$ cat config.mk
export PLATFORM = sky130hd
export DESIGN_NAME = cstwf_top
export DESIGN_NICKNAME = d
export VERILOG_FILES = /design/src/cstwf_pkg.sv /design/src/cstwf_top.sv
export SDC_FILE = /design/constraint.sdc
export NUM_CORES = 1
export LEC_CHECK = 0
export BUFFER_PORTS_ARGS = -buffer_cell sky130_fd_sc_hd__buf_2
export CAP_MARGIN = 0
export CORE_ASPECT_RATIO = 1.1
export CORE_MARGIN = 3
export CORE_UTILIZATION = 35
export DETAILED_ROUTE_END_ITERATION = 10
export PLACE_DENSITY = 0.5
export SLEW_MARGIN = 20
export SYNTH_ARGS = -nofsm -noshare
export SYNTH_HDL_FRONTEND = slang
export SYNTH_SLANG_ARGS = --single-unit
$ cat constraint.sdc
create_clock -name clock -period 4.07 [get_ports clock]
set_input_delay 0.2035 -clock clock [delete_from_list [all_inputs] [get_ports clock]]
set_output_delay 0.2035 -clock clock [all_outputs]
set_load 0.01 [all_outputs]
$ cat src/cstwf_pkg.sv
// constants for the cyclic sense timers and wake filter block
// assumes a 200 MHz system clock and byte addressing on the register bus
package cstwf_pkg;
  // register indices; byte address is four times the index
  localparam logic [7:0] IDX_WAKE_FILTER  = 8'h09;
  localparam logic [7:0] IDX_TIMER_ONE    = 8'h0c;
  localparam logic [7:0] IDX_TIMER_TWO    = 8'h0d;
  localparam logic [7:0] IDX_SWITCH_ROUTE = 8'h14;
  localparam logic [7:0] IDX_STATUS       = 8'h18;
  // field positions and widths
  localparam int ON_LSB     = 4;
  localparam int PER_LSB    = 0;
  localparam int WKEN_LSB   = 6;
  localparam int FILT_WIDTH = 2;
  localparam int HS_WIDTH   = 3;
  // reset values
  localparam logic [7:0]  RST_WAKE_FILTER  = 8'h00;
  localparam logic [7:0]  RST_TIMER        = 8'h00;
  localparam logic [13:0] RST_SWITCH_ROUTE = 14'h0000;
  // on-time codes and the reserved period code
  localparam logic [2:0] ON_HOLD_LOW  = 3'h0;
  localparam logic [2:0] ON_HOLD_HIGH = 3'h6;
  localparam logic [2:0] ON_RESERVED  = 3'h7;
  localparam logic [2:0] PER_RESERVED = 3'h7;
  // filter selections
  localparam logic [1:0] FILT_STATIC_SHORT = 2'h0;
  localparam logic [1:0] FILT_STATIC_LONG  = 2'h1;
  localparam logic [1:0] FILT_CYCLIC_ONE   = 2'h2;
  localparam logic [1:0] FILT_CYCLIC_TWO   = 2'h3;
  // switch configuration codes
  localparam logic [2:0] HS_OFF       = 3'h0;
  localparam logic [2:0] HS_ON        = 3'h1;
  localparam logic [2:0] HS_TIMER_ONE = 3'h2;
  localparam logic [2:0] HS_TIMER_TWO = 3'h3;
  // timing
  localparam int CLK_MHZ          = 200;
  localparam int TICK_TIME_NS     = 100000;
  localparam int FILT_SHORT_NS    = 16000;
  localparam int FILT_LONG_NS     = 64000;
  localparam int TICK_CYCLES      = TICK_TIME_NS * CLK_MHZ / 1000;
  localparam int FILT_SHORT_CYC   = FILT_SHORT_NS * CLK_MHZ / 1000;
  localparam int FILT_LONG_CYC    = FILT_LONG_NS * CLK_MHZ / 1000;
  // on-times and periods in 0.1 ms ticks, and the timer counter width
  localparam int ON_T1 = 1;
  localparam int ON_T2 = 3;
  localparam int ON_T3 = 10;
  localparam int ON_T4 = 100;
  localparam int ON_T5 = 200;
  localparam int PER_T0 = 100;
  localparam int PER_T1 = 200;
  localparam int PER_T2 = 500;
  localparam int PER_T3 = 1000;
  localparam int PER_T4 = 2000;
  localparam int PER_T5 = 10000;
  localparam int PER_T6 = 20000;
  localparam int TCNT_W = 15;
endpackage : cstwf_pkg

$ cat src/cstwf_top.sv
// cyclic sense timers, switch routing and wake input filter setup
// assumes synchronous inputs and an Avalon-MM master on the register port
//
// Overview of operation
// RL1 - reserved bits of filter and timer registers always read zero
// RL2 - filter register holds two-bit selections: input three 5:4, two 3:2, one 1:0
// RL3 - selection 00 is static 16us filter, 01 is static 64us filter
// RL4 - selection 10 samples at timer one on-time end, 11 at timer two
// RL5 - software routes a timer to a switch when choosing cyclic filtering
// RL6 - on-time codes 001 to 101 give 0.1, 0.3, 1, 10, 20 ms
// RL7 - on-time code 000 stops timer with output low
// RL8 - on-time code 110 stops timer with output high; 111 reserved
// RL9 - period codes 000 to 110 give 10 ms up to 2 s; 111 reserved
// RL10 - writing a running on-time code starts the timer at once
// RL11 - restart clearing switches also clears timer period and on-time
// RL12 - cyclic wake and cyclic sensing run together from one timer
// RL13 - timer two has its own register with identical encodings
// RL14 - reset clears all; restart clears timers and switch route bits 13:2 only
// RL15 - per-timer wake enable makes the timer a cyclic wake source
// RL16 - switch code 010 follows timer one, 011 follows timer two
// RL17 - running timer goes high each period start, low after on-time
//
// Implementation choice: the Avalon-MM register port.
`timescale 1ns/100ps
module cstwf_top
  import cstwf_pkg::*;
#(
  parameter int TICK_CYC  = TICK_CYCLES,
  parameter int FSHORT_CYC = FILT_SHORT_CYC,
  parameter int FLONG_CYC  = FILT_LONG_CYC
)(
  // clock and reset
  input  wire logic        clock,
  input  wire logic        rst_n,
  // avalon-mm slave
  input  wire logic [7:0]  address,
  input  wire logic        read,
  input  wire logic        write,
  input  wire logic [31:0] writedata,
  input  wire logic [3:0]  byteenable,
  output logic      [31:0] readdata,
  output logic             waitrequest,
  // device mode events
  input  wire logic        soft_reset,
  input  wire logic        restart_req,
  // wake pins
  input  wire logic [2:0]  wake_input,
  // outputs
  output logic [3:0]       high_side_switch_output,
  output logic [2:0]       wake_level,
  output logic [1:0]       cyclic_wake_pulse
);

  logic        waitrequest_ff;
  logic [31:0] readdata_ff;
  logic [5:0]  wake_filter_select_ff;
  logic [2:0]  on_ff [2];
  logic [2:0]  per_ff [2];
  logic [1:0]  wake_en_ff;
  logic [11:0] hs_cfg_ff;
  logic [3:0]  hs_out_ff;
  logic [1:0]  timer_out_ff;
  logic [1:0]  timer_end_ff;
  logic [1:0]  cyc_wake_ff;
  logic [1:0]  start;
  logic [2:0]  wake_level_ff;
  logic [15:0] tick_cnt_ff;
  logic        tick;
  logic        wr_ok;
  logic [7:0]  widx;
  logic [7:0]  rd_mux;

  assign wr_ok = write & ~waitrequest_ff & byteenable[0] & (address[1:0] == 2'h0);
  assign widx  = {2'h0, address[7:2]};
  assign tick  = (tick_cnt_ff == 16'(TICK_CYC - 1));

  function automatic logic [TCNT_W-1:0] on_ticks(input logic [2:0] c);
    unique case (c)
      3'h1:    on_ticks = TCNT_W'(ON_T1);
      3'h2:    on_ticks = TCNT_W'(ON_T2);
      3'h3:    on_ticks = TCNT_W'(ON_T3);
      3'h4:    on_ticks = TCNT_W'(ON_T4);
      3'h5:    on_ticks = TCNT_W'(ON_T5);
      default: on_ticks = '0;
    endcase
  endfunction : on_ticks

  function automatic logic [TCNT_W-1:0] per_ticks(input logic [2:0] c);
    unique case (c)
      3'h0:    per_ticks = TCNT_W'(PER_T0);
      3'h1:    per_ticks = TCNT_W'(PER_T1);
      3'h2:    per_ticks = TCNT_W'(PER_T2);
      3'h3:    per_ticks = TCNT_W'(PER_T3);
      3'h4:    per_ticks = TCNT_W'(PER_T4);
      3'h5:    per_ticks = TCNT_W'(PER_T5);
      3'h6:    per_ticks = TCNT_W'(PER_T6);
      default: per_ticks = '0;
    endcase
  endfunction : per_ticks

  // bus handshake: one wait state, then answer
  always_ff @(posedge clock or negedge rst_n)
  begin
    if (!rst_n)
      waitrequest_ff <= 1'b1;
    else if ((read | write) & waitrequest_ff)
      waitrequest_ff <= 1'b0;
    else
      waitrequest_ff <= 1'b1;
  end

  always_comb
  begin
    rd_mux = 8'h00;
    if (address[1:0] == 2'h0)
    begin
      if (widx == IDX_WAKE_FILTER)
        rd_mux = {2'h0, wake_filter_select_ff}; // RL1
      else if (widx == IDX_TIMER_ONE)
        rd_mux = {1'b0, on_ff[0], 1'b0, per_ff[0]}; // RL1
      else if (widx == IDX_TIMER_TWO)
        rd_mux = {1'b0, on_ff[1], 1'b0, per_ff[1]}; // RL13
      else if (widx == IDX_SWITCH_ROUTE)
        rd_mux = {wake_en_ff, 6'h00};
      else if (widx == IDX_STATUS)
        rd_mux = {1'b0, wake_level_ff, hs_out_ff};
    end
  end

  always_ff @(posedge clock or negedge rst_n)
  begin
    if (!rst_n)
      readdata_ff <= 32'h0000_0000;
    else if (read & waitrequest_ff)
    begin
      if (widx == IDX_SWITCH_ROUTE && address[1:0] == 2'h0)
        readdata_ff <= {18'h0, hs_cfg_ff, 2'h0} | {24'h000000, rd_mux};
      else
        readdata_ff <= {24'h000000, rd_mux};
    end
  end

  // wake filter selection register
  always_ff @(posedge clock or negedge rst_n)
  begin
    if (!rst_n)
      wake_filter_select_ff <= RST_WAKE_FILTER[5:0]; // RL14
    else if (soft_reset)
      wake_filter_select_ff <= RST_WAKE_FILTER[5:0]; // RL14
    else if (wr_ok && widx == IDX_WAKE_FILTER)
      wake_filter_select_ff <= writedata[5:0]; // RL2
  end

  // switch routing and timer wake enables
  always_ff @(posedge clock or negedge rst_n)
  begin
    if (!rst_n)
    begin
      hs_cfg_ff  <= RST_SWITCH_ROUTE[13:2];
      wake_en_ff <= RST_SWITCH_ROUTE[1:0];
    end
    else if (soft_reset)
    begin
      hs_cfg_ff  <= RST_SWITCH_ROUTE[13:2];
      wake_en_ff <= RST_SWITCH_ROUTE[1:0];
    end
    else if (restart_req)
      hs_cfg_ff <= RST_SWITCH_ROUTE[13:2];
    else if (wr_ok && widx == IDX_SWITCH_ROUTE)
    begin
      hs_cfg_ff  <= writedata[13:2];
      wake_en_ff <= writedata[WKEN_LSB+1:WKEN_LSB]; // RL15
    end
  end

  // 0.1 ms time base
  always_ff @(posedge clock or negedge rst_n)
  begin
    if (!rst_n)
      tick_cnt_ff <= 16'h0000;
    else if (tick)
      tick_cnt_ff <= 16'h0000;
    else
      tick_cnt_ff <= tick_cnt_ff + 16'h0001;
  end

  genvar t;
  generate
    for (t = 0; t < 2; t++)
    begin : g_timer
      logic [TCNT_W-1:0] cnt_ff;
      logic              run;
      logic [7:0]        my_idx;
      assign my_idx = (t == 0) ? IDX_TIMER_ONE : IDX_TIMER_TWO;
      assign run = (on_ff[t] != ON_HOLD_LOW) && (on_ff[t] != ON_HOLD_HIGH) &&
                   (on_ff[t] != ON_RESERVED) && (per_ff[t] != PER_RESERVED);
      // a write of a running on-time code starts the timer
      assign start[t] = wr_ok && (widx == my_idx) &&
                        (on_ticks(writedata[ON_LSB+2:ON_LSB]) != '0) &&
                        (writedata[PER_LSB+2:PER_LSB] != PER_RESERVED); // RL10

      always_ff @(posedge clock or negedge rst_n)
      begin
        if (!rst_n)
        begin
          on_ff[t]  <= RST_TIMER[ON_LSB+2:ON_LSB]; // RL14
          per_ff[t] <= RST_TIMER[PER_LSB+2:PER_LSB];
        end
        else if (soft_reset || restart_req)
        begin
          on_ff[t]  <= RST_TIMER[ON_LSB+2:ON_LSB]; // RL11 RL14
          per_ff[t] <= RST_TIMER[PER_LSB+2:PER_LSB];
        end
        else if (wr_ok && widx == my_idx)
        begin
          on_ff[t]  <= writedata[ON_LSB+2:ON_LSB]; // RL13
          per_ff[t] <= writedata[PER_LSB+2:PER_LSB];
        end
      end

      always_ff @(posedge clock or negedge rst_n)
      begin
        if (!rst_n)
          cnt_ff <= '0;
        else if (start[t] || !run)
          cnt_ff <= '0;
        else if (tick)
          cnt_ff <= (cnt_ff == per_ticks(per_ff[t]) - 1'b1) ? '0 : cnt_ff + 1'b1; // RL9
      end

      always_ff @(posedge clock or negedge rst_n)
      begin
        if (!rst_n)
        begin
          timer_out_ff[t] <= 1'b0;
          timer_end_ff[t] <= 1'b0;
          cyc_wake_ff[t]  <= 1'b0;
        end
        else if (start[t])
        begin
          timer_out_ff[t] <= 1'b1; // RL10
          timer_end_ff[t] <= 1'b0;
          cyc_wake_ff[t]  <= 1'b0;
        end
        else if (!run)
        begin
          timer_out_ff[t] <= (on_ff[t] == ON_HOLD_HIGH); // RL7 RL8
          timer_end_ff[t] <= 1'b0;
          cyc_wake_ff[t]  <= 1'b0;
        end
        else
        begin
          timer_end_ff[t] <= tick && (cnt_ff == on_ticks(on_ff[t]) - 1'b1);
          cyc_wake_ff[t]  <= tick && wake_en_ff[t] &&
                             (cnt_ff == per_ticks(per_ff[t]) - 1'b1); // RL12 RL15
          if (tick && cnt_ff == per_ticks(per_ff[t]) - 1'b1)
            timer_out_ff[t] <= 1'b1; // RL17
          else if (tick && cnt_ff == on_ticks(on_ff[t]) - 1'b1)
            timer_out_ff[t] <= 1'b0; // RL6 RL17
        end
      end
    end
  endgenerate

  // switch outputs
  genvar h;
  generate
    for (h = 0; h < 4; h++)
    begin : g_switch
      logic [2:0] cfg;
      assign cfg = hs_cfg_ff[h*HS_WIDTH +: HS_WIDTH];
      always_ff @(posedge clock or negedge rst_n)
      begin
        if (!rst_n)
          hs_out_ff[h] <= 1'b0;
        else if (cfg == HS_ON)
          hs_out_ff[h] <= 1'b1;
        else if (cfg == HS_TIMER_ONE)
          hs_out_ff[h] <= timer_out_ff[0]; // RL16 RL12
        else if (cfg == HS_TIMER_TWO)
          hs_out_ff[h] <= timer_out_ff[1]; // RL16
        else
          hs_out_ff[h] <= 1'b0;
      end
    end
  endgenerate

  // wake input filters
  genvar w;
  generate
    for (w = 0; w < 3; w++)
    begin : g_wake
      logic [1:0]  sel;
      logic [15:0] fcnt_ff;
      logic        flt_ff;
      logic        active;
      logic [15:0] thr;
      assign sel = wake_filter_select_ff[w*FILT_WIDTH +: FILT_WIDTH];
      assign thr = (sel == FILT_STATIC_LONG) ? 16'(FLONG_CYC) : 16'(FSHORT_CYC); // RL3
      // cyclic sensing only filters while the chosen timer powers the input
      assign active = (sel == FILT_CYCLIC_ONE) ? timer_out_ff[0] :
                      (sel == FILT_CYCLIC_TWO) ? timer_out_ff[1] : 1'b1; // RL4

      always_ff @(posedge clock or negedge rst_n)
      begin
        if (!rst_n)
        begin
          fcnt_ff <= 16'h0000;
          flt_ff  <= 1'b0;
        end
        else if (!active || wake_input[w] == flt_ff)
          fcnt_ff <= 16'h0000;
        else if (fcnt_ff == thr - 16'h0001)
        begin
          fcnt_ff <= 16'h0000;
          flt_ff  <= wake_input[w]; // RL3
        end
        else
          fcnt_ff <= fcnt_ff + 16'h0001;
      end

      always_ff @(posedge clock or negedge rst_n)
      begin
        if (!rst_n)
          wake_level_ff[w] <= 1'b0;
        else if (sel == FILT_CYCLIC_ONE)
        begin
          if (timer_end_ff[0])
            wake_level_ff[w] <= flt_ff; // RL4
        end
        else if (sel == FILT_CYCLIC_TWO)
        begin
          if (timer_end_ff[1])
            wake_level_ff[w] <= flt_ff; // RL4
        end
        else
          wake_level_ff[w] <= flt_ff;
      end

      a_cyclic_sample_point: // RL4
        assert property (@(posedge clock) disable iff (!rst_n)
          (sel == FILT_CYCLIC_ONE && $past(sel) == FILT_CYCLIC_ONE &&
           wake_level_ff[w] != $past(wake_level_ff[w])) |-> $past(timer_end_ff[0]))
        else $error("cyclic wake level changed away from timer end");
    end
  endgenerate

  assign waitrequest             = waitrequest_ff;
  assign readdata                = readdata_ff;
  assign high_side_switch_output = hs_out_ff;
  assign wake_level              = wake_level_ff;
  assign cyclic_wake_pulse       = cyc_wake_ff;

  a_reserved_read_zero: // RL1
    assert property (@(posedge clock) disable iff (!rst_n)
      (read && !waitrequest_ff && address[1:0] == 2'h0 &&
       (widx == IDX_TIMER_ONE || widx == IDX_TIMER_TWO)) |->
      (readdata_ff[7] == 1'b0 && readdata_ff[3] == 1'b0))
    else $error("reserved timer bits read nonzero");

  a_filter_layout_kept: // RL2
    assert property (@(posedge clock) disable iff (!rst_n)
      (wr_ok && widx == IDX_WAKE_FILTER && !soft_reset) |=>
      wake_filter_select_ff == $past(writedata[5:0]))
    else $error("filter register did not take write");

  a_hold_low_stop: // RL7
    assert property (@(posedge clock) disable iff (!rst_n)
      (on_ff[0] == ON_HOLD_LOW && !start[0]) [*2] |-> !timer_out_ff[0])
    else $error("timer one output high while held low");

  a_hold_high_stop: // RL8
    assert property (@(posedge clock) disable iff (!rst_n)
      (on_ff[1] == ON_HOLD_HIGH && !start[1]) [*2] |-> timer_out_ff[1])
    else $error("timer two output low while held high");

  a_start_on_write: // RL10
    assert property (@(posedge clock) disable iff (!rst_n)
      start[0] |=> (timer_out_ff[0] && !timer_end_ff[0]))
    else $error("timer one did not start on write");

  a_restart_clears_timer: // RL11
    assert property (@(posedge clock) disable iff (!rst_n)
      restart_req |=> (on_ff[0] == 3'h0 && per_ff[0] == 3'h0 &&
                       on_ff[1] == 3'h0 && per_ff[1] == 3'h0 && hs_cfg_ff == 12'h000))
    else $error("restart left timer settings");

  a_restart_keeps_filter: // RL14
    assert property (@(posedge clock) disable iff (!rst_n)
      (restart_req && !soft_reset && !wr_ok) |=> $stable(wake_filter_select_ff))
    else $error("restart disturbed filter selections");

  a_switch_follows_timer: // RL16
    assert property (@(posedge clock) disable iff (!rst_n)
      (hs_cfg_ff[8:6] == HS_TIMER_TWO) |=> hs_out_ff[2] == $past(timer_out_ff[1]))
    else $error("switch three not following timer two");

  a_wake_needs_enable: // RL15
    assert property (@(posedge clock) disable iff (!rst_n)
      cyc_wake_ff[0] |-> ($past(wake_en_ff[0]) && $past(tick) && timer_out_ff[0]))
    else $error("cyclic wake without enable or period start");

  a_end_drops_output: // RL17
    assert property (@(posedge clock) disable iff (!rst_n)
      (timer_end_ff[1] && on_ff[1] != 3'h0 && $past(per_ff[1]) == per_ff[1] &&
       on_ticks(on_ff[1]) < per_ticks(per_ff[1]) &&
       $stable(on_ff[1])) |-> (!timer_out_ff[1] || cyc_wake_ff[1] || $past(start[1])))
    else $error("timer two output still high after on-time");

endmodule : cstwf_top

Word level (Yosys, flattened, before mapping)
Index checks and enable logic that the tools add are counted.
{"block": "op_classes", "n_eq_ne": 86, "mux": 109, "reduce_logical": 56, "n_bitwise": 11, "add_sub_neg": 17}
{"op": "15-bit two-way mux", "n": 24}
{"op": "15-bit case mux with 7 select lines", "n": 2}
{"op": "15-bit equality test", "n": 8}
{"op": "8-bit case mux with 5 select lines", "n": 3}
{"op": "15-bit by 1-bit subtractor with 15-bit output, second input constant", "n": 8}
{"op": "16-bit two-way mux", "n": 7}
{"op": "16-bit by 1-bit adder with 16-bit output, second input constant", "n": 4}
{"op": "14-bit two-way mux", "n": 4}
{"op": "3-bit by 2-bit equality test with 1-bit output, second input constant", "n": 18}
{"op": "16-bit equality test", "n": 3}
{"op": "1-bit two-way mux", "n": 47}
{"op": "14-bit by 1-bit subtractor with 15-bit output, second input constant", "n": 3}
{"op": "3-bit equality test, second input constant", "n": 14}
{"op": "8-bit two-way mux", "n": 5}
{"op": "12-bit two-way mux", "n": 3}
{"op": "15-bit by 1-bit adder with 15-bit output, second input constant", "n": 2}
{"op": "3-bit inequality test, second input constant", "n": 10}
{"op": "3-bit by 1-bit equality test with 1-bit output, second input constant", "n": 9}
{"op": "1-bit logical AND", "n": 25}
{"op": "3-bit two-way mux", "n": 8}
{"op": "6-bit by 4-bit equality test with 1-bit output, second input constant", "n": 3}
{"op": "16-bit by 15-bit equality test with 1-bit output, second input constant", "n": 1}
{"op": "15-bit nonzero test", "n": 1}
{"op": "14-bit by 8-bit bitwise OR with 14-bit output", "n": 1}
{"op": "19 further kinds", "n": 66}
{"block": "word_totals", "input_bits": 53, "reg_bits": 175, "wordCells": 310}

Longest topological paths before layout
Gate-level depths: netlist of run 1.
{"block": "depth", "word_depth": 21, "ltp_mapped": 14, "ltp_nobuf": 12}

Least setup slack after synthesis of run 1
Ideal clock, no wire load.
{"block": "synth_path", "kind": "register to register", "from": "reg on_ff[2] (netlist name)", "to": "reg timer_out_ff[1]", "path_buffers": 2, "setup_slack_ns": 0.726, "setup_ns": 0.127, "path_stages_with_launch": 15, "t_arrival_ns": 3.216, "period_less_slack_ns": 3.344, "path_cell_list": "dfrtp_1 clkbuf_1 clkbuf_1 inv_1 ha_1 inv_1 ha_1 and2_1 a31oi_1 or4b_2 a21oi_1 o21ai_0 a2111o_1 nand2b_1 mux2_1"}
{"block": "synth_via", "elab_chain_len": 9}
{"item": "from (decl)", "line": "cstwf_top.sv:57", "source": "logic [2:0] on_ff [2];"}
{"item": "from (signal, indexed assignment)", "line": "cstwf_top.sv:206", "source": "on_ff[t] <= RST_TIMER[ON_LSB+2:ON_LSB];"}
{"item": "from (signal, indexed assignment)", "line": "cstwf_top.sv:211", "source": "on_ff[t] <= RST_TIMER[ON_LSB+2:ON_LSB];"}
{"item": "from (signal, indexed assignment)", "line": "cstwf_top.sv:216", "source": "on_ff[t] <= writedata[ON_LSB+2:ON_LSB];"}
{"item": "3-bit equality test, or another cell as far along", "line": "cstwf_top.sv:78", "source": "unique case (c)"}
{"item": "8-bit case mux with 5 select lines", "line": "cstwf_top.sv:78"}
{"item": "15-bit two-way mux", "line": "cstwf_top.sv:256", "source": "if (tick && cnt_ff == per_ticks(per_ff[t]) - 1'b1)"}
{"item": "15-bit two-way mux", "line": "cstwf_top.sv:245", "source": "else if (!run)"}
{"item": "15-bit two-way mux", "line": "cstwf_top.sv:239", "source": "else if (start[t])"}
{"item": "15-bit by 1-bit subtractor with 15-bit output", "line": "cstwf_top.sv:258", "source": "else if (tick && cnt_ff == on_ticks(on_ff[t]) - 1'b1)"}
{"item": "15-bit equality test", "line": "cstwf_top.sv:258"}
{"item": "1-bit logical AND", "line": "cstwf_top.sv:258"}
{"item": "4-bit by 2-bit inequality test with 1-bit output (no line)"}
{"item": "to (signal, indexed assignment)", "line": "cstwf_top.sv:247", "source": "timer_out_ff[t] <= (on_ff[t] == ON_HOLD_HIGH);"}
{"item": "to (decl)", "line": "cstwf_top.sv:62", "source": "logic [1:0] timer_out_ff;"}
Several ways; a longest one is shown, not always the timed one. The select of a mux whose other input is x is not followed.
A chain may end at the register's enable or synchronous reset.

Final worst setup path of run 1
{"block": "layout_path", "from": "reg on_ff[1] (netlist name)", "to": "reg timer_out_ff[1]"}
The elaborated chain is that of the path after synthesis.

==> results of run 1 <==
power by group through the flow:
stage / logic (mW) / registers, mW / clock network, mW
after global routing: 0.161 / 1.59 / 1.77
after detailed placement: 0.140 / 1.62 / 0
after floorplan: 0.0771 / 1.62 / 0
after global placement: 0.140 / 1.62 / 0
final: 0.140 / 1.59 / 1.65
after CTS: 0.144 / 1.59 / 1.70
cell usage after synthesis, types with 3 or more instances:
library cell | instances | area, sq um
a21oi_1 | 56 | 280
a222oi_1 | 5 | 50.1
a22o_1 | 14 | 123
a22oi_1 | 9 | 67.6
and2_1 | 15 | 93.8
and3_1 | 27 | 169
and4_1 | 5 | 43.8
buf_1 | 4 | 15.0
buf_4 | 18 | 135
clkbuf_1 | 54 | 203
dfrtp_1 | 156 | 3900
ha_1 | 16 | 200
inv_1 | 31 | 116
mux2_2 | 7 | 78.8
mux2i_1 | 16 | 160
nand2_1 | 103 | 387
nand2b_1 | 13 | 81.3
nand3_1 | 67 | 335
nand3b_1 | 9 | 67.6
nand4_1 | 17 | 106
nor2_1 | 128 | 480
nor2b_1 | 9 | 56.3
nor3_1 | 19 | 95.1
nor3b_1 | 4 | 30.0
nor4_1 | 12 | 75.1
nor4b_1 | 3 | 26.3
o2111ai_1 | 6 | 52.6
o211a_1 | 3 | 30.0
o211ai_1 | 5 | 37.5
o21ai_0 | 26 | 130
o22ai_1 | 4 | 25.0
o31ai_1 | 3 | 22.5
o41ai_1 | 6 | 52.6
or2_2 | 9 | 56.3
or3_1 | 9 | 56.3
or3b_2 | 5 | 43.8
or4_1 | 4 | 30.0
xnor2_1 | 36 | 315
xor2_1 | 65 | 569
layer usage:
layer	vias to the layer above	GRT usage
li1	3665	-
met5	-	0
met1	3619	0.226
met3	31	0.0385
met4	8	0.0398
met2	105	0.266
cell type report:
type | instances | area share
Clock inverter | 15 | 0.0169
Multi-Input combinational cell | 793 | 0.470
Sequential cell | 157 | 0.379
Inverter | 31 | 0.0112
Timing Repair Buffer | 72 | 0.0406
Tap cell | 346 | 0.0417
Antenna cell | 1 | 0.000241
Clock buffer | 17 | 0.0410
flip-flops by register name, summed over array words and instances, names as in the netlist:
signal / cells
cyclic_wake_pulse: 2
g_timer.cnt_ff: 30
g_wake.fcnt_ff: 48
g_wake.flt_ff: 3
high_side_switch_output: 4
hs_cfg_ff: 12
on_ff: 6
per_ff: 6
readdata: 14
tick_cnt_ff: 16
timer_end_ff: 2
timer_out_ff: 2
waitrequest: 1
wake_en_ff: 2
wake_filter_select_ff: 6
wake_level: 3
worst paths after layout:
| kind | from | cells after the start | end | slack [ns] |
|---|---|---|---|---|
| setup / recovery | on_ff[1] | 10 | timer_out_ff[1] | 0.58 |
| hold / removal | writedata[10] | 3 | hs_cfg_ff[8] | 0.02 |
| setup reg to reg | on_ff[1] | 10 | timer_out_ff[1] | 0.58 |
| hold reg to reg | tick_cnt_ff[15] | 1 | tick_cnt_ff[15] | 0.47 |
| max in group asynchronous | rst_n | 3 | tick_cnt_ff[9] | 2.67 |
| min in group asynchronous | rst_n | 2 | g_wake[0].fcnt_ff[4] | 0.41 |
cells by family (layout without fill, tap and decap cells):
group | count (synthesis) | after routing | share of synthesized area
AND/OR/NAND/NOR | 470 | 470 | 0.256
AO/OA/AOI/OAI | 163 | 163 | 0.119
flip-flops | 157 | 157 | 0.427
buffers and inverters | 108 | 135 | 0.0522
XOR/XNOR | 101 | 101 | 0.0961
multiplexers | 24 | 24 | 0.0272
adder cells (fa/ha/maj) | 17 | 17 | 0.0228
other | 1 | 19 | 0.000407
worst min-delay path: cells and delay by family:
family	cells	cell delay, ns
buffers and inverters	1	0.10
AO/OA/AOI/OAI	1	0.06
AND/OR/NAND/NOR	1	0.05
==> flow_summary.json, run 1 <==
{
  "vias": 7428,
  "multi_input_area_sq_mm": 0.00487,
  "drt-wirelength-per-cell_um": 15.9,
  "synthArstFlopShare": 1.00,
  "clock_skew_ns": 0.0162,
  "ant_nets": 0,
  "drv_slew": 0,
  "cp-start-kind": "flip-flop",
  "fillCellCount": 2612,
  "routed_wl_um": 22800,
  "cts_tree": "yes",
  "worstPathMaxFanout": 16,
  "clk_latency_ns": 0.43,
  "ys_types": 70,
  "synth_edf_count": 0,
  "cp_top_family": "simple AND/OR/NAND/NOR gates",
  "post_cts_buffers": 0,
  "setup_viol": 0,
  "rsz0062_at_grt": "false",
  "ys_seq_elements": 157,
  "grtUsageTotal": 0.165,
  "instances_no_fill": 1432,
  "total_power_mw": 3.39,
  "worst_slack_ns": 0.584,
  "fin_crit_sh": 0.857,
  "grt_pass1_wl_um": 38100,
  "p_sw_frac": 0.249,
  "p_comb_frac": 0.041,
  "cts_sinks": 157,
  "cellLeakagePower_nw": 4.47,
  "syn-cell-area_sq_mm": 0.00921,
  "min_period_ns": 3.49,
  "core_area_sq_mm": 0.0256,
  "grt_remaining_overflow": 0,
  "worst_pin_slew_ns": 0.928,
  "grt_max_degree": 97,
  "p_seq_frac": 0.470,
  "gp_congestion": 0.849,
  "hold_ws_ns": 0.0221,
  "num_rows": 61,
  "dp_cells": 1394,
  "drt-met1-wl_um": 10800,
  "required_ns": 4.38,
  "syn_area_per_cell_sq_um": 8.85,
  "routed_via_density": 5.19,
  "critPathCaptureType": "flip-flop",
  "pre_cts_ws_ns": 0.592,
  "highest-signal-layer": "met5",
  "arrival_ns": 3.80,
  "cts_made_buffers": 17,
  "die_y_um": 176,
  "clkPwrFrac": 0.489,
  "hold_class": "input port to flip-flop",
  "drt_first_pass_iters": 5,
  "die_area_sq_mm": 0.0283,
  "cts_hold_buf": 5,
  "area_delta_synth_final_pct": 12.7,
  "grt_pass1_vias": 7193,
  "synth_ff_type": "dfrtp_1",
  "cpMaxStageDelayCell": "or4b_2",
  "crit_top_cell": "nand2b_1",
  "route.detailed.drc": 0,
  "relSlewSlack": 0.381,
  "dpl_cell_area_sq_mm": 0.00973,
  "outcome": "finished, final reports clean",
  "start_util": 0.360,
  "drtIter0Drc": 533,
  "cts.clk_slew.worst_paths_ns": 0.07,
  "ys_seq_area_frac": 0.427,
  "final_core_util": 0.406,
  "wl_met2_um": 10700,
  "max_freq_mhz": 287,
  "fp.dieW_um": 161,
  "antenna_found_initial": 4,
  "final_cell_mix": "156 x dfrtp_1, 128 x nor2_1, 103 x nand2_1, 67 x nand3_1, 65 x xor2_1",
  "hold_violations": 0,
  "cts_resized": 0,
  "drive_gt1_frac": 0.120,
  "p_per_area_mw_per_mm2": 326,
  "yosys_warnings": 0,
  "p_int_mw": 2.54,
  "hpwlAfterDp_um": 16200,
  "seqCellArea_sq_mm": 0.00393,
  "worst-setup-path-type": "flip-flop to flip-flop",
  "layout_commonest_cell": "dfrtp_1",
  "postSynthCellCount": 1041,
  "fin_area_sq_mm": 0.0104,
  "p_switching_mw": 0.844,
  "htreeDepth": 4,
  "io_pins": 95,
  "cp_cell_sequence": "inv_1 > ha_1 > nand2b_1 > o221ai_1 > or4b_2 > a21oi_1 > o21ai_0 > a2111o_1 > nand2b_1 > mux2_1",
  "tns_ns": 0,
  "cts-root-buf": "clkbuf_16",
  "port_buffers": 55,
  "finalNetCount": 1141,
  "critPathBufInv": 1,
  "drv_cap": 0,
  "cts_buffer_depth": 2,
  "wl_met3_um": 785,
  "slowest_delay_ns": 0.68,
  "ir_drop_v": 0.000229
}
No activity file was read; power rests on OpenSTA's default activity.
==> inputs of run 2 (changes only) <==
Settings changed: PLACE_DENSITY 0.5 to 0.52.
Clock period 4.07 ns to 3 ns, I/O delays scaled along.
==> flow_summary.json, run 2 (synthesis gave the netlist of run 1 again) <==
{
  "outcome": "finished, final reports clean",
  "ant_nets": 0,
  "vias": 7583,
  "cellLeakagePower_nw": 4.69,
  "cts-root-buf": "clkbuf_16",
  "area_delta_synth_final_pct": 17.5,
  "cp-start-kind": "flip-flop",
  "max_freq_mhz": 344,
  "drtIter0Drc": 513,
  "dp_cells": 1430,
  "antenna_found_initial": 3,
  "relSlewSlack": 0.500,
  "drv_cap": 0,
  "grt_use_met2": 0.283,
  "io_pins": 95,
  "routed_wl_um": 23700,
  "critPathCaptureType": "flip-flop",
  "grt_remaining_overflow": 0,
  "cts_sinks": 157,
  "hold_class": "input port to flip-flop",
  "worstPathMaxFanout": 7,
  "setup_viol": 0,
  "cts_made_buffers": 17,
  "worst-setup-path-type": "flip-flop to flip-flop",
  "required_ns": 3.31,
  "grt_pass1_wl_um": 39000,
  "gp_congestion": 0.834,
  "die_area_sq_mm": 0.0283,
  "p_per_area_mw_per_mm2": 417,
  "final_cell_mix": "154 x dfrtp_1, 128 x nor2_1, 103 x nand2_1, 67 x nand3_1, 65 x xor2_1",
  "layout_commonest_cell": "dfrtp_1",
  "drv_slew": 0,
  "fp.dieW_um": 161,
  "drive_gt1_frac": 0.158,
  "fin_crit_sh": 0.969,
  "ir_drop_v": 0.000347,
  "finalNetCount": 1191,
  "worst_pin_slew_ns": 0.745,
  "cts_buffer_depth": 2,
  "min_period_ns": 2.91,
  "drt-wirelength-per-cell_um": 16.0,
  "clk_latency_ns": 0.43,
  "num_rows": 61,
  "die_y_um": 176,
  "routed_via_density": 5.12,
  "grtUsageTotal": 0.169,
  "grt_max_degree": 65,
  "htreeDepth": 4,
  "cts.clk_slew.worst_paths_ns": 0.06,
  "route.detailed.drc": 0,
  "start_util": 0.360,
  "grt_busiest_layer": "met2",
  "r2r_slack_ns": 0.09,
  "reg_top3": "g_wake.fcnt_ff (48), g_timer.cnt_ff (30), tick_cnt_ff (16)",
  "arrival_ns": 3.21,
  "clock_skew_ns": 0.0101,
  "drt_first_pass_iters": 6,
  "core_area_sq_mm": 0.0256,
  "tns_ns": 0,
  "instances_no_fill": 1482,
  "cts_tree": "yes",
  "port_buffers": 55,
  "grtUsageMet3": 0.0378,
  "top_register": "g_wake.fcnt_ff",
  "use_met1": 0.226,
  "hold_violations": 0,
  "largest_reg_flops": 48,
  "grt_pass1_vias": 7423,
  "hpwlAfterDp_um": 17100
}
## run 2: cell types whose count changed in the layout (fill, tap and decap cells not counted), moves of 3 or more
cell,delta
buf_4,+37
dlygate4sd3_1,+11
ha_1,-3
clkinvlp_4,+5
## run 2: layer usage
metal	wire length [um]	vias to the layer above
met4	215	4
met1	11300	3670
li1	-	3787
met2	11400	104
met3	802	18
met5	25	-
## run 2: where the power goes
group / switching [mW] / internal (mW)
clock network: 0.973 / 1.17
logic: 0.139 / 0.0684
registers: 0.0240 / 2.14
## run 2: worst paths after layout
check | depth (start not counted) | start | endpoint
min in group asynchronous | 2 | rst_n | tick_cnt_ff[4]
max in group asynchronous | 3 | rst_n | waitrequest
worst min register to register | 1 | hs_cfg_ff[2] | high_side_switch_output[0]
worst max-delay path | 11 | on_ff[1] | timer_out_ff[1]
worst min-delay path | 2 | wake_input[0] | g_wake[0].flt_ff
worst max register to register | 11 | on_ff[1] | timer_out_ff[1]
## run 2: area by class of cell
type,count,area (sq um)
fillers,2516,14700
multi-input cells,793,4920
flip-flops and latches,157,3930
repair buffers,122,841
well taps,346,433
clock buffers,17,425
clock inverters,15,151
inverters,31,116
diodes,1,2.50
## run 2: worst max-delay path: stages, from the launching register on
cell	delay, ns
dfrtp_2	0.47
xnor2_2	0.20
or2_4	0.17
ha_4	0.15
and2_4	0.14
a31oi_1	0.05
or4b_2	0.62
a21oi_2	0.14
o21ai_1	0.08
a2111o_1	0.39
nand2b_1	0.09
mux2_1	0.31
## run 2: per-stage QoR
step / instance area (sq um) / hold slack (ns) / setup WS [ns] / util / total power, mW
finish: 10800 / 0.0192 / 0.0939 / 0.423 / 4.51
global route: 10800 / 0.0143 / -0.0133 / 0.423 / 4.70
CTS: 10800 / 0.0108 / 0.0246 / 0.421 / 4.57
detailed placement: 10000 / 0.215 / -0.0510 / 0.393 / 2.40
global placement: 10000 / 0.215 / -0.0113 / 0.393 / 2.40
floorplan: 9330 / -0.146 / 0.00479 / - / 2.30
## run 2: what timing repair did
item	in CTS	in global routing
buffers inserted	0	3
resized for setup	2	7
endpoints found under the setup margin	1	1
hold buffers	16	0
pin swaps	0	4
hold endpoints to repair	76	0
==> inputs of run 3 (changes only) <==
Settings changed: CTS_BUF_LIST set to sky130_fd_sc_hd__clkbuf_2 sky130_fd_sc_hd__clkbuf_4 sky130_fd_sc_hd__clkbuf_8.
==> flow_summary.json, run 3 (synthesis gave the netlist of run 1 again) <==
{
  "cts_buffer_depth": 2,
  "total_power_mw": 3.96,
  "hold_class": "input port to flip-flop",
  "clk_latency_ns": 0.47,
  "critPathCaptureType": "flip-flop",
  "final_cell_mix": "154 x dfrtp_1, 128 x nor2_1, 103 x nand2_1, 67 x nand3_1, 65 x xor2_1",
  "antenna_found_initial": 2,
  "drive_gt1_frac": 0.158,
  "die_y_um": 176,
  "drtIter0Drc": 500,
  "grt_pass1_wl_um": 38900,
  "hpwlAfterDp_um": 17100,
  "drv_cap": 0,
  "cts_sinks": 157,
  "cellLeakagePower_nw": 4.63,
  "worst-setup-path-type": "flip-flop to flip-flop",
  "cp_cell_sequence": "buf_4 > buf_4 > buf_4 > or4_1 > o221ai_1 > buf_4 > nand4b_1 > a21oi_2 > o21ai_1 > a2111o_1 > nand2b_1 > mux2_1",
  "fp.dieW_um": 161,
  "ir_drop_v": 0.000247,
  "grtUsageTotal": 0.168,
  "drv_slew": 0,
  "routed_wl_um": 23800,
  "drt-wirelength-per-cell_um": 16.0,
  "fin_crit_sh": 0.964,
  "worst_pin_slew_ns": 0.749,
  "p_switching_mw": 1.07,
  "clkPwrFrac": 0.400,
  "cts_tree": "yes",
  "cpMaxStageDelayCell": "dfrtp_2",
  "multi_input_area_sq_mm": 0.00493,
  "cp-start-kind": "flip-flop",
  "p_per_area_mw_per_mm2": 370,
  "p_int_mw": 2.89,
  "vias": 7672,
  "route.detailed.drc": 0,
  "die_area_sq_mm": 0.0283,
  "grt_max_degree": 65,
  "finalNetCount": 1197,
  "grt_pass1_vias": 7476,
  "critPathBufInv": 4,
  "p_seq_frac": 0.546,
  "cts.clk_slew.worst_paths_ns": 0.09,
  "holdPathStages": 2,
  "grt_remaining_overflow": 0,
  "min_period_ns": 2.89,
  "seqCellArea_sq_mm": 0.00393,
  "hold_violations": 0,
  "fillCellCount": 2533,
  "dp_cells": 1430,
  "ant_nets": 0,
  "largest_reg_flops": 48,
  "r2r_cells": 12,
  "pre_cts_ws_ns": -0.0510,
  "clock_skew_ns": 0.0176,
  "required_ns": 3.34,
  "reg_top3": "g_wake.fcnt_ff (48), g_timer.cnt_ff (30), tick_cnt_ff (16)",
  "p_comb_frac": 0.054,
  "max_freq_mhz": 346,
  "worst_slack_ns": 0.107,
  "slowest_delay_ns": 0.48,
  "drt_first_pass_iters": 5,
  "top_register": "g_wake.fcnt_ff",
  "critical_path_depth": 12,
  "core_area_sq_mm": 0.0256,
  "layout_commonest_cell": "dfrtp_1",
  "area_delta_synth_final_pct": 16.1,
  "setup_viol": 0,
  "gp_congestion": 0.834,
  "htreeDepth": 4,
  "crit_top_cell": "buf_4",
  "start_util": 0.360,
  "routed_via_density": 5.16,
  "io_pins": 95,
  "arrival_ns": 3.23,
  "instances_no_fill": 1488,
  "num_rows": 61,
  "outcome": "finished, final reports clean",
  "cts-root-buf": "clkbuf_8",
  "port_buffers": 55,
  "relSlewSlack": 0.497,
  "cp_top_family": "compound AO/OA/AOI/OAI gates",
  "worstPathMaxFanout": 7,
  "cts_made_buffers": 17,
  "p_sw_frac": 0.270
}
run 3: power groups by stage:
stage                     registers, mW  logic [mW]  clock network [mW]
after floorplan                    2.20       0.105                   0
final                              2.16       0.214                1.59
after global placement             2.20       0.197                   0
after detailed placement           2.20       0.198                   0
after global routing               2.16       0.244                1.74
after CTS                          2.16       0.220                1.63
run 3: path summary, 6_finish.rpt:
| kind | from | to | slack, ns |
|---|---|---|---|
| worst max register to register | on_ff[1] | timer_out_ff[1] | 0.11 |
| max in group asynchronous | rst_n | waitrequest | 1.92 |
| worst max-delay path | on_ff[1] | timer_out_ff[1] | 0.11 |
| min in group asynchronous | rst_n | tick_cnt_ff[4] | 0.26 |
| worst min register to register | hs_cfg_ff[2] | high_side_switch_output[0] | 0.47 |
| worst min-delay path | soft_reset | wake_filter_select_ff[3] | 0.04 |
run 3: routing by layer:
metal / wire length (um) / up-vias / GRT usage
met2: 11400 / 112 / 0.283
li1: - / 3792 / -
met3: 808 / 22 / 0.0352
met1: 11300 / 3744 / 0.226
met4: 227 / 2 / 0.0315
met5: 11 / - / 0
run 3: cell type report:
type | count | share of cell area
inverter | 31 | 0.0109
tap | 346 | 0.0405
multi-input combinational | 793 | 0.461
timing repair buffer | 128 | 0.0837
sequential | 157 | 0.368
clock inverter | 15 | 0.0142
antenna | 1 | 0.000234
clock buffer | 17 | 0.0219
run 3: stage by stage:
step | util | setup TNS (ns) | hold WS (ns) | area [sq um]
6_report | 0.418 | 0 | 0.0385 | 10700
5_1_grt | 0.418 | -0.00555 | 0.0252 | 10700
4_1_cts | 0.416 | 0 | 0.0193 | 10600
3_5_place_dp | 0.393 | -0.0510 | 0.215 | 10000
3_3_place_gp | 0.393 | -0.0113 | 0.215 | 10000
2_1_floorplan | - | 0 | -0.146 | 9330
run 3: repair_timing:
| action | in CTS | in global routing |
|---|---|---|
| hold endpoints to repair | 89 | 0 |
| cloned | 0 | 0 |
| hold buffers | 21 | 0 |
| endpoints found under the setup margin | 1 | 1 |
| gates resized for setup | 2 | 7 |
| pin swaps | 0 | 4 |
| buffers inserted | 0 | 4 |
